## src/rtl/sfr_pkg.sv

```systemverilog
// constants and types for the port special function register
//
// How it works
// RULE1 - read-only 3-bit line length in bits 15:13, 111 longest, 000 shortest.
// RULE2 - line length is invalid, read as zero, while gain override bit 30.13 is set.
// RULE3 - bits 11:10 pick transmit rise time 3.3, 3.6, 3.9 or 4.2 ns.
// RULE4 - rise time field loads from strap pins at reset, software may overwrite.
// RULE5 - bit 9 enables automatic crossover, resets to one.
// RULE6 - bit 8 picks pairs: 0 transmit A receive B, 1 the reverse; resets one.
// RULE7 - bit 7 enables analog loopback while still transmitting; resets zero.
// RULE8 - bit 6 enables automatic loopback detection; resets zero.
// RULE9 - bit 5 enables faster loopback detection; resets zero.
// RULE10 - read-only bit 4 shows a detected loopback, zero otherwise and after reset.
// RULE11 - software writes reserved bits 12 and 3:0 as zero and ignores them.
// RULE12 - with crossover automatic, bit 8 reads back the pair choice in use.
package sfr_pkg;

    // ----------------------------------------------------------------
    // register map and fields
    // ----------------------------------------------------------------
    localparam logic [4:0] SFR_REG_ADDR = 5'h1B;
    localparam int         LEN_HI       = 15;
    localparam int         LEN_LO       = 13;
    localparam int         RISE_HI      = 11;
    localparam int         RISE_LO      = 10;
    localparam int         AUTO_BIT     = 9;
    localparam int         MDIX_BIT     = 8;
    localparam int         ALB_BIT      = 7;
    localparam int         LBD_EN_BIT   = 6;
    localparam int         LBD_FAST_BIT = 5;
    localparam int         LBD_STAT_BIT = 4;

    // ----------------------------------------------------------------
    // values after reset
    // ----------------------------------------------------------------
    localparam logic [2:0] LEN_RST      = 3'h0;
    localparam logic       AUTO_RST     = 1'h1;
    localparam logic       MDIX_RST     = 1'h1;
    localparam logic       ALB_RST      = 1'h0;
    localparam logic       LBD_EN_RST   = 1'h0;
    localparam logic       LBD_FAST_RST = 1'h0;
    localparam logic       LBD_STAT_RST = 1'h0;

    // ----------------------------------------------------------------
    // rise time codes
    // ----------------------------------------------------------------
    localparam logic [1:0] RISE_3P3NS   = 2'h0;
    localparam logic [1:0] RISE_3P6NS   = 2'h1;
    localparam logic [1:0] RISE_3P9NS   = 2'h2;
    localparam logic [1:0] RISE_4P2NS   = 2'h3;

    // ----------------------------------------------------------------
    // management frame
    // ----------------------------------------------------------------
    localparam logic [5:0] PREAMBLE_ONES = 6'h20;
    localparam logic [5:0] HDR_LAST      = 6'h0B;
    localparam logic [5:0] DATA_LAST     = 6'h0F;
    localparam logic [1:0] OP_READ       = 2'h2;
    localparam logic [1:0] OP_WRITE      = 2'h1;

    // ----------------------------------------------------------------
    // timing
    // ----------------------------------------------------------------
    localparam int CLK_NS        = 100;
    localparam int MDIX_SLOT_US  = 50000;
    localparam int LPBK_QUAL_US  = 2000;
    localparam int LPBK_FAST_US  = 200;
    localparam int MDIX_SLOT_CYC = MDIX_SLOT_US * 1000 / CLK_NS;
    localparam int LPBK_QUAL_CYC = LPBK_QUAL_US * 1000 / CLK_NS;
    localparam int LPBK_FAST_CYC = LPBK_FAST_US * 1000 / CLK_NS;

    typedef enum logic [2:0] {
        MS_IDLE  = 3'h0,
        MS_START = 3'h1,
        MS_HDR   = 3'h2,
        MS_TA    = 3'h3,
        MS_DATA  = 3'h4
    } mgmt_state_e;

endpackage : sfr_pkg

```

## src/rtl/sfr_if.sv

```systemverilog
// carrier between the register front end and the port engine
`timescale 1ns/1ps
interface sfr_if;
    logic auto_en;
    logic manual_sel;
    logic lbd_en;
    logic lbd_fast;
    logic link_good;
    logic lb_seen;
    logic pair_sel;
    logic lb_det;

    modport front (output auto_en, manual_sel, lbd_en, lbd_fast, link_good, lb_seen,
                   input pair_sel, lb_det);
    modport engine (input auto_en, manual_sel, lbd_en, lbd_fast, link_good, lb_seen,
                    output pair_sel, lb_det);
endinterface : sfr_if

```

## src/rtl/port_special_function_reg.sv

```systemverilog
// per-port special function register behind the serial management port
`timescale 1ns/1ps
module port_special_function_reg
    import sfr_pkg::*;
#(
    parameter logic [4:0] PHY_ADDR      = 5'h00,
    parameter int         MDIX_SLOT_CYC = sfr_pkg::MDIX_SLOT_CYC,
    parameter int         LPBK_QUAL_CYC = sfr_pkg::LPBK_QUAL_CYC
) (
    input  logic       core_clk,
    input  logic       rst,
    input  logic       mdc,
    input  logic       mdio_in,
    output logic       mdio_out,
    output logic       mdio_oe_n,
    input  logic [1:0] rise_time_strap_pins,
    input  logic [2:0] line_len,
    input  logic       agc_override,
    input  logic       link_good,
    input  logic       lb_seen,
    output logic [1:0] rise_time_sel,
    output logic       auto_mdix_en,
    output logic       pair_swap,
    output logic       analog_loopback,
    output logic       lbd_en,
    output logic       lbd_fast,
    output logic       lbd_detected,
    output logic       line_len_valid
);

    // ----------------------------------------------------------------
    // pin synchronisers
    // ----------------------------------------------------------------
    logic       mdc_s1;
    logic       mdc_s2;
    logic       mdc_s3;
    logic       mdi_s1;
    logic       mdi_s2;
    logic [1:0] strap_s1;
    logic [1:0] strap_s2;
    logic       rise;

    always_ff @(posedge core_clk) begin
        mdc_s1   <= mdc;
        mdc_s2   <= mdc_s1;
        mdc_s3   <= mdc_s2;
        mdi_s1   <= mdio_in;
        mdi_s2   <= mdi_s1;
        strap_s1 <= rise_time_strap_pins;
        strap_s2 <= strap_s1;
    end

    assign rise = mdc_s2 & ~mdc_s3;

    // ----------------------------------------------------------------
    // read word assembly
    // ----------------------------------------------------------------
    function automatic logic [15:0] read_word(
        input logic [2:0] len,
        input logic       agc,
        input logic [1:0] rt,
        input logic       au,
        input logic       px,
        input logic       al,
        input logic       le,
        input logic       lf,
        input logic       ld
    );
        logic [15:0] w;
        w                = 16'h0000; // see RULE11
        w[LEN_HI:LEN_LO] = agc ? LEN_RST : len; // see RULE1 // see RULE2
        w[RISE_HI:RISE_LO] = rt;
        w[AUTO_BIT]      = au;
        w[MDIX_BIT]      = px;
        w[ALB_BIT]       = al;
        w[LBD_EN_BIT]    = le;
        w[LBD_FAST_BIT]  = lf;
        w[LBD_STAT_BIT]  = ld;
        return w;
    endfunction : read_word

    // ----------------------------------------------------------------
    // port engine
    // ----------------------------------------------------------------
    sfr_if eng_if ();

    logic [1:0] rise_r;
    logic [1:0] rise_nxt;
    logic       auto_r;
    logic       auto_nxt;
    logic       mdix_r;
    logic       mdix_nxt;
    logic       alb_r;
    logic       alb_nxt;
    logic       len_r;
    logic       len_nxt;
    logic       fast_r;
    logic       fast_nxt;
    logic       swap_r;
    logic       det_r;
    logic       valid_r;

    assign eng_if.auto_en    = auto_r;
    assign eng_if.manual_sel = mdix_r;
    assign eng_if.lbd_en     = len_r;
    assign eng_if.lbd_fast   = fast_r;
    assign eng_if.link_good  = link_good;
    assign eng_if.lb_seen    = lb_seen;

    sfr_port_engine #(
        .SLOT_CYC (MDIX_SLOT_CYC),
        .QUAL_CYC (LPBK_QUAL_CYC)
    ) u_engine (
        .core_clk (core_clk),
        .rst      (rst),
        .port     (eng_if.engine)
    );

    // ----------------------------------------------------------------
    // management frame machine
    // ----------------------------------------------------------------
    mgmt_state_e st_r;
    mgmt_state_e st_nxt;
    logic [5:0]  cnt_r;
    logic [5:0]  cnt_nxt;
    logic [15:0] sh_r;
    logic [15:0] sh_nxt;
    logic [11:0] hdr;
    logic        rd_r;
    logic        rd_nxt;
    logic        hit_r;
    logic        hit_nxt;
    logic        mo_r;
    logic        mo_nxt;
    logic        oen_r;
    logic        oen_nxt;
    logic        rd_load;
    logic        wr_commit;
    logic [15:0] wdata;

    always_comb begin
        st_nxt    = st_r;
        cnt_nxt   = cnt_r;
        sh_nxt    = sh_r;
        rd_nxt    = rd_r;
        hit_nxt   = hit_r;
        mo_nxt    = mo_r;
        oen_nxt   = oen_r;
        rd_load   = 1'h0;
        wr_commit = 1'h0;
        hdr       = {sh_r[10:0], mdi_s2};
        wdata     = {sh_r[14:0], mdi_s2};
        if (rise) begin
            case (st_r)
                MS_IDLE: begin
                    if (!mdi_s2) begin
                        st_nxt  = (cnt_r == PREAMBLE_ONES) ? MS_START : MS_IDLE;
                        cnt_nxt = '0;
                    end else if (cnt_r != PREAMBLE_ONES) begin
                        cnt_nxt = cnt_r + 6'h01;
                    end
                end
                MS_START: begin
                    st_nxt  = mdi_s2 ? MS_HDR : MS_IDLE;
                    cnt_nxt = '0;
                end
                MS_HDR: begin
                    sh_nxt  = {sh_r[14:0], mdi_s2};
                    cnt_nxt = cnt_r + 6'h01;
                    if (cnt_r == HDR_LAST) begin
                        cnt_nxt = '0;
                        rd_nxt  = hdr[11:10] == OP_READ;
                        hit_nxt = hdr[4:0] == SFR_REG_ADDR;
                        st_nxt  = MS_IDLE;
                        if (hdr[9:5] == PHY_ADDR &&
                            (hdr[11:10] == OP_READ || hdr[11:10] == OP_WRITE)) begin
                            st_nxt = MS_TA;
                        end
                        if (st_nxt == MS_TA && rd_nxt && hit_nxt) begin
                            rd_load = 1'h1;
                            sh_nxt  = read_word(line_len, agc_override, rise_r, auto_r,
                                                swap_r, alb_r, len_r, fast_r, det_r);
                        end
                    end
                end
                MS_TA: begin
                    cnt_nxt = cnt_r + 6'h01;
                    if (rd_r && hit_r) begin
                        oen_nxt = 1'h0;
                        mo_nxt  = (cnt_r == 6'h00) ? 1'h0 : sh_r[15];
                    end
                    if (cnt_r == 6'h01) begin
                        st_nxt  = MS_DATA;
                        cnt_nxt = '0;
                    end
                end
                MS_DATA: begin
                    cnt_nxt = cnt_r + 6'h01;
                    if (rd_r) begin
                        sh_nxt = {sh_r[14:0], 1'h0};
                        mo_nxt = sh_r[14];
                    end else begin
                        sh_nxt = wdata;
                    end
                    if (cnt_r == DATA_LAST) begin
                        st_nxt    = MS_IDLE;
                        cnt_nxt   = '0;
                        oen_nxt   = 1'h1;
                        mo_nxt    = 1'h0;
                        wr_commit = !rd_r && hit_r;
                    end
                end
                default: begin
                    st_nxt  = MS_IDLE;
                    cnt_nxt = '0;
                    oen_nxt = 1'h1;
                end
            endcase
        end
    end

    always_ff @(posedge core_clk) begin
        if (rst) begin
            st_r  <= MS_IDLE;
            cnt_r <= '0;
            sh_r  <= '0;
            rd_r  <= 1'h0;
            hit_r <= 1'h0;
            mo_r  <= 1'h0;
            oen_r <= 1'h1;
        end else begin
            st_r  <= st_nxt;
            cnt_r <= cnt_nxt;
            sh_r  <= sh_nxt;
            rd_r  <= rd_nxt;
            hit_r <= hit_nxt;
            mo_r  <= mo_nxt;
            oen_r <= oen_nxt;
        end
    end

    // ----------------------------------------------------------------
    // control fields
    // ----------------------------------------------------------------
    always_comb begin
        rise_nxt = rise_r;
        auto_nxt = auto_r;
        mdix_nxt = mdix_r;
        alb_nxt  = alb_r;
        len_nxt  = len_r;
        fast_nxt = fast_r;
        if (wr_commit) begin
            rise_nxt = wdata[RISE_HI:RISE_LO]; // see RULE3
            auto_nxt = wdata[AUTO_BIT]; // see RULE5
            mdix_nxt = wdata[MDIX_BIT]; // see RULE6
            alb_nxt  = wdata[ALB_BIT]; // see RULE7
            len_nxt  = wdata[LBD_EN_BIT]; // see RULE8
            fast_nxt = wdata[LBD_FAST_BIT]; // see RULE9
        end
    end

    always_ff @(posedge core_clk) begin
        if (rst) begin
            rise_r  <= strap_s2; // see RULE4
            auto_r  <= AUTO_RST;
            mdix_r  <= MDIX_RST;
            alb_r   <= ALB_RST;
            len_r   <= LBD_EN_RST;
            fast_r  <= LBD_FAST_RST;
            swap_r  <= MDIX_RST;
            det_r   <= LBD_STAT_RST;
            valid_r <= 1'h0;
        end else begin
            rise_r  <= rise_nxt;
            auto_r  <= auto_nxt;
            mdix_r  <= mdix_nxt;
            alb_r   <= alb_nxt;
            len_r   <= len_nxt;
            fast_r  <= fast_nxt;
            swap_r  <= eng_if.pair_sel; // see RULE12
            det_r   <= eng_if.lb_det; // see RULE10
            valid_r <= !agc_override; // see RULE2
        end
    end

    assign mdio_out        = mo_r;
    assign mdio_oe_n       = oen_r;
    assign rise_time_sel   = rise_r;
    assign auto_mdix_en    = auto_r;
    assign pair_swap       = swap_r;
    assign analog_loopback = alb_r;
    assign lbd_en          = len_r;
    assign lbd_fast        = fast_r;
    assign lbd_detected    = det_r;
    assign line_len_valid  = valid_r;

    // ----------------------------------------------------------------
    // checks
    // ----------------------------------------------------------------
    len_read_a: assert property (@(posedge core_clk) disable iff (rst) // see RULE1
        rd_load && !agc_override |=> sh_r[LEN_HI:LEN_LO] == $past(line_len))
        else $error("line length not captured for read");
    len_mask_a: assert property (@(posedge core_clk) disable iff (rst) // see RULE2
        rd_load && agc_override |=> sh_r[LEN_HI:LEN_LO] == LEN_RST)
        else $error("line length not masked under gain override");
    resv_zero_a: assert property (@(posedge core_clk) disable iff (rst) // see RULE11
        rd_load |=> sh_r[12] == 1'h0 && sh_r[3:0] == 4'h0)
        else $error("reserved bits not read as zero");
    rise_write_a: assert property (@(posedge core_clk) disable iff (rst) // see RULE3
        wr_commit |=> rise_r == $past(wdata[RISE_HI:RISE_LO]) && rise_time_sel == rise_r)
        else $error("rise time field not written");
    rise_strap_a: assert property (@(posedge core_clk) // see RULE4
        $fell(rst) |-> rise_r == $past(strap_s2))
        else $error("rise time not loaded from straps");
    auto_write_a: assert property (@(posedge core_clk) disable iff (rst) // see RULE5
        wr_commit |=> auto_r == $past(wdata[AUTO_BIT]))
        else $error("crossover enable not written");
    alb_write_a: assert property (@(posedge core_clk) disable iff (rst) // see RULE7
        wr_commit |=> analog_loopback == $past(wdata[ALB_BIT]))
        else $error("analog loopback bit not written");
    det_clear_a: assert property (@(posedge core_clk) disable iff (rst) // see RULE10
        !lb_seen |=> ##1 !lbd_detected)
        else $error("loopback flag held without loopback");
    turn_drive_a: assert property (@(posedge core_clk) disable iff (rst)
        rd_load |=> oen_r [*8])
        else $error("bus driven during first turnaround bit");

endmodule : port_special_function_reg

```

## src/rtl/sfr_port_engine.sv

```systemverilog
// crossover search and loopback qualification engine
`timescale 1ns/1ps
module sfr_port_engine
    import sfr_pkg::*;
#(
    parameter int SLOT_CYC = MDIX_SLOT_CYC,
    parameter int QUAL_CYC = LPBK_QUAL_CYC
) (
    input  logic  core_clk,
    input  logic  rst,
    sfr_if.engine port
);

    logic [19:0] slot_r;
    logic [19:0] slot_nxt;
    logic [19:0] qual_r;
    logic [19:0] qual_nxt;
    logic [19:0] lim;
    logic        sel_r;
    logic        sel_nxt;
    logic        det_r;
    logic        det_nxt;

    // ----------------------------------------------------------------
    // next state
    // ----------------------------------------------------------------
    always_comb begin
        slot_nxt = slot_r;
        sel_nxt  = sel_r;
        qual_nxt = qual_r;
        det_nxt  = det_r;
        lim      = port.lbd_fast ? 20'(LPBK_FAST_CYC - 1) : 20'(QUAL_CYC - 1); // see RULE9
        if (!port.auto_en) begin
            sel_nxt  = port.manual_sel; // see RULE6
            slot_nxt = '0;
        end else if (port.link_good) begin
            slot_nxt = '0; // see RULE12
        end else if (slot_r == 20'(SLOT_CYC - 1)) begin
            slot_nxt = '0;
            sel_nxt  = ~sel_r; // see RULE5
        end else begin
            slot_nxt = slot_r + 20'h00001;
        end
        if (!port.lbd_en || !port.lb_seen) begin
            qual_nxt = '0; // see RULE8
            det_nxt  = 1'h0;
        end else if (!det_r) begin
            if (qual_r >= lim) begin
                det_nxt = 1'h1; // see RULE10
            end else begin
                qual_nxt = qual_r + 20'h00001;
            end
        end
    end

    always_ff @(posedge core_clk) begin
        if (rst) begin
            slot_r <= '0;
            qual_r <= '0;
            sel_r  <= MDIX_RST;
            det_r  <= LBD_STAT_RST;
        end else begin
            slot_r <= slot_nxt;
            qual_r <= qual_nxt;
            sel_r  <= sel_nxt;
            det_r  <= det_nxt;
        end
    end

    assign port.pair_sel = sel_r;
    assign port.lb_det   = det_r;

    // ----------------------------------------------------------------
    // checks
    // ----------------------------------------------------------------
    manual_pair_a: assert property (@(posedge core_clk) disable iff (rst) // see RULE6
        !port.auto_en |=> sel_r == $past(port.manual_sel))
        else $error("pair choice does not follow manual bit");
    link_hold_a: assert property (@(posedge core_clk) disable iff (rst) // see RULE12
        port.auto_en && port.link_good |=> $stable(sel_r))
        else $error("pair choice moved while link good");
    det_off_a: assert property (@(posedge core_clk) disable iff (rst) // see RULE8
        !port.lbd_en |=> !det_r)
        else $error("loopback flag set while detection off");
    det_qual_a: assert property (@(posedge core_clk) disable iff (rst) // see RULE9
        $rose(det_r) |-> $past(qual_r) >= $past(lim) && $past(port.lb_seen))
        else $error("loopback flag set before qualification");

endmodule : sfr_port_engine

```

## config.mk

```make
export PLATFORM = sky130hd
export DESIGN_NAME = port_special_function_reg
export DESIGN_NICKNAME = d
export VERILOG_FILES = /design/src/rtl/sfr_pkg.sv /design/src/rtl/sfr_if.sv /design/src/rtl/port_special_function_reg.sv /design/src/rtl/sfr_port_engine.sv
export SDC_FILE = /design/constraint.sdc
export NUM_CORES = 1
export LEC_CHECK = 0
export BUFFER_PORTS_ARGS = -buffer_cell sky130_fd_sc_hd__buf_4
export CAP_MARGIN = 20
export CORE_MARGIN = 2
export CORE_UTILIZATION = 63
export CTS_BUF_LIST = sky130_fd_sc_hd__clkbuf_4
export DETAILED_ROUTE_END_ITERATION = 6
export PLACE_DENSITY = 0.91
export SYNTH_ARGS = -nofsm -noshare
export SYNTH_HDL_FRONTEND = slang
export SYNTH_SLANG_ARGS = --single-unit
export TNS_END_PERCENT = 10
```

## constraint.sdc

```tcl
create_clock -name core_clk -period 4.25 [get_ports core_clk]
set_input_delay 1.0625 -clock core_clk [delete_from_list [all_inputs] [get_ports core_clk]]
set_output_delay 1.0625 -clock core_clk [all_outputs]
set_load 0.02 [all_outputs]
```

==> summary.md <==
| Metric | Value |
|---|---|
| Status | complete, no violations |
| Critical path, cell by cell | inv_1 > ha_1 > o21ai_1 > o211ai_1 > a2111oi_0 > a31o_2 > a21oi_1 |
| Max incr delay on CP | 0.77 ns |
| First-pass GRT wire length | 14200 um |
| Worst slack, placed | 1.80 ns |
| Wire length per cell | 14.3 um |
| Synth Area in Adders | 3.67% |
| CTS H-tree lvls | 3 |
| Post-Synth XOR/XNOR Area | 5.57% |
| DP HPWL | 5730 um |
| Post-synth EDFFs | 2 |
| Worst path arrival time | 2.80 ns |
| CP Class | reg -> reg |
| Critical path's top delay family | compound AO/OA/AOI/OAI gates |
| Crit path buf inv count | 1 |
| Final setup margin | 1.74 ns |
| Final Hold Slack | 0.333 ns |
| Worst-margin pin slew | 0.810 ns |
| Chip Width | 84.6 um |
| CTS tree | built |
| Residual DRC count | 0 |
| P&R area growth vs syn | 7.87% |
| Cell area after synthesis | 0.00409 mm^2 |
| Remaining global-route overflow | 0 |
| Max cap viols | 0 |
| Seq/Total Area, Yosys | 44.6% |
| Startpoint Class | flop |
| Setup violators final | 0 |
| Mux contribution to synthesized area | 2.48% |
| Clk_lat worst skew | 0.43 ns |
| Port bufs | 22 |
| Setup TNS | 0 ns |
| GPL Wtd Cong | 0.890 |
| Io pins | 23 |
| P per Cell Area | 310 mW/mm^2 |
| DR vias | 3362 |
| Row count | 29 |
| Skew final | 0.0236 ns |
| Largest family of logic cells by synthesized area | simple AND/OR/NAND/NOR gates |
| CP Capture Type | flop |
| Fin crit share | 59.1% |
| RSZ-0062 raised after global routing | no |
| Cells after DPL | 547 |
| Slew Limit Fails | 0 |
| Filler cells | 489 |
| Crit-path slowest cell | a2111oi_0 |
| Post-synthesis simple-gate area fraction | 25.0% |
| DRT Pass-1 Iters | 4 |
| YS warnings | 0 |
| Crit-path max FO | 7 |
| Fmax | 398 MHz |
| Pwr Total | 1.37 mW |
| ANT cells | 0 |
| Initial antenna violation count | 0 |
| Post-synth ARST share | 0% |
| Synth Instances | 465 |
| Min Tclk post-route | 2.51 ns |
| Initial Util | 64.7% |
| Initial drt markers | 170 |
| Die Ht | 84.6 um |
| Main flop type after synthesis | dfxtp_1 |
| Post-CTS Setup Inserts | 0 |
| Syn avg cell area | 8.79 um^2 |
| Cells resized by post-CTS repair | 0 |
| Register area | 0.00182 mm^2 |
| GRT Util Overall | 24.1% |
| Worst vdd ir | 0.208 mV |
| Compound-cell area share of the yosys netlist | 14.2% |
| Root buffer cell | clkbuf_4 |
| DRT antenna net count | 0 |
| Cts hold-fix bufs | 0 |
| Yosys reg bits | 90 |
| Distinct cells, synth | 57 |
| Required time worst endpoint | 4.54 ns |
| Synthesized net count | 489 |
| Final net count | 505 |
| CTS sink count | 90 |
| Rel. slew slack | 45.6% |
| CTS Buf Count | 9 |
| Core area | 0.00631 mm^2 |
| CTS max path bufs | 2 |
| Vias in the first global route | 3262 |
| Area occupied by multi-input gates | 0.00208 mm^2 |
| Die area | 0.00715 mm^2 |
| Largest net degree at the start of global routing | 46 |
| Post-route insts no fill | 562 |
| Static leakage | 1.51 nW |
| Worst hold path class | reg -> reg |
| Reg clk slew, reported paths | 0.15 ns |
| Fraction of layout cells with a size suffix above 1 | 10.3% |
| Fin. Hold Viols | 0 |
| Routed WL | 8040 um |
| Vias/cell | 5.98 |
[per-stage QoR]
step	instance area, um^2	utilization, %
floorplan	4090	-
global placement	4260	67.5
detailed placement	4270	67.7
CTS	4410	69.8
global route	4410	69.8
finish	4410	69.8
[layer usage]
metal / wire [um] / vias to the layer above / track usage, %
li1: - / 1688 / -
met1: 3560 / 1550 / 30.3
met2: 3790 / 104 / 39.4
met3: 469 / 20 / 5.60
met4: 221 / 0 / 10.8
met5: 0 / - / 0
[registers in the layout, indices dropped and copies added (netlist names), 2 cells and up]
| register | count |
|---|---|
| u_engine.qual_r | 20 |
| u_engine.slot_r | 20 |
| sh_r | 16 |
| cnt_r | 6 |
| st_r | 3 |
| rise_time_sel | 2 |
| strap_s1 | 2 |
| strap_s2 | 2 |
[logic make-up (layout without fill, tap and decap cells)]
| family | Yosys count | count (layout) |
|---|---|---|
| AND/OR/NAND/NOR | 200 | 200 |
| flip-flops | 90 | 90 |
| AO/OA/AOI/OAI | 84 | 84 |
| buffers and inverters | 43 | 63 |
| XOR/XNOR | 26 | 26 |
| adder cells (fa/ha/maj) | 12 | 12 |
| multiplexers | 10 | 10 |
[worst reg2reg max path, stage by stage (launching register included)]
cell	delay (ns)
dfxtp_1	0.50
inv_1	0.14
ha_1	0.34
o21ai_1	0.11
o211ai_1	0.21
a2111oi_0	0.77
a31o_2	0.25
a21oi_1	0.05
[layout make-up]
| class | count | area share, % |
|---|---|---|
| Timing Repair Buffer | 24 | 4.17 |
| Sequential cell | 90 | 41.3 |
| Multi-Input combinational cell | 332 | 47.2 |
| Inverter | 24 | 2.04 |
| Tap cell | 77 | 2.19 |
| Clock inverter | 6 | 1.53 |
| Clock buffer | 9 | 1.53 |
[synth_stat cells, types with 4 or more instances]
library cell,instances,area share [%]
clkbuf_1,9,0.83
nor4b_1,4,0.86
a211oi_1,14,2.6
buf_2,6,0.73
mux2i_1,9,2.2
inv_1,24,2.2
nor2b_1,4,0.61
nor4_1,5,0.77
nor2_1,68,6.2
and2_1,4,0.61
nand4_1,16,2.4
xnor2_1,13,2.8
xor2_1,13,2.8
dfxtp_1,88,43
or3_1,11,1.7
o21ai_0,16,2.0
ha_1,12,3.7
nand3_1,13,1.6
a21oi_1,19,2.3
nand3b_1,5,0.92
a311oi_1,5,1.1
nor3_1,14,1.7
nand2_1,36,3.3
[path summary, 6_finish.rpt]
check	slack (ns)	from	depth (start not counted)	to
max	1.74	lbd_fast$_SDFFE_PP0P_	7	u_engine.qual_r[12]$_SDFFE_PP0P_
min	0.33	strap_s1[0]$_DFF_P_	0	strap_s2[0]$_DFF_P_
max reg2reg	1.74	lbd_fast$_SDFFE_PP0P_	7	u_engine.qual_r[12]$_SDFFE_PP0P_
min reg2reg	0.33	strap_s1[0]$_DFF_P_	0	strap_s2[0]$_DFF_P_
[cell usage in the layout, fill, tap and decap left out, types with 5 or more instances in the layout]
cell and instances:
nand3_1 13, o21ai_0 15, inv_1 24, nand2_1 36
nor4_1 5, nor3_1 14, a21oi_1 19, a211oi_1 14
clkbuf_4 9, a311oi_1 5, nand4_1 16, mux2i_1 9
nor2_1 68, xnor2_1 13, ha_1 12, xor2_1 13
or3_1 11, dfxtp_1 88, nand3b_1 5, buf_4 23
[power by group]
part | internal, mW | leakage (nW) | switching (mW)
logic | 0.0184 | 0.710 | 0.0258
registers | 0.855 | 0.733 | 0.00472
clock network | 0.178 | 0.0684 | 0.284
No activity file was read; power rests on OpenSTA's default activity.
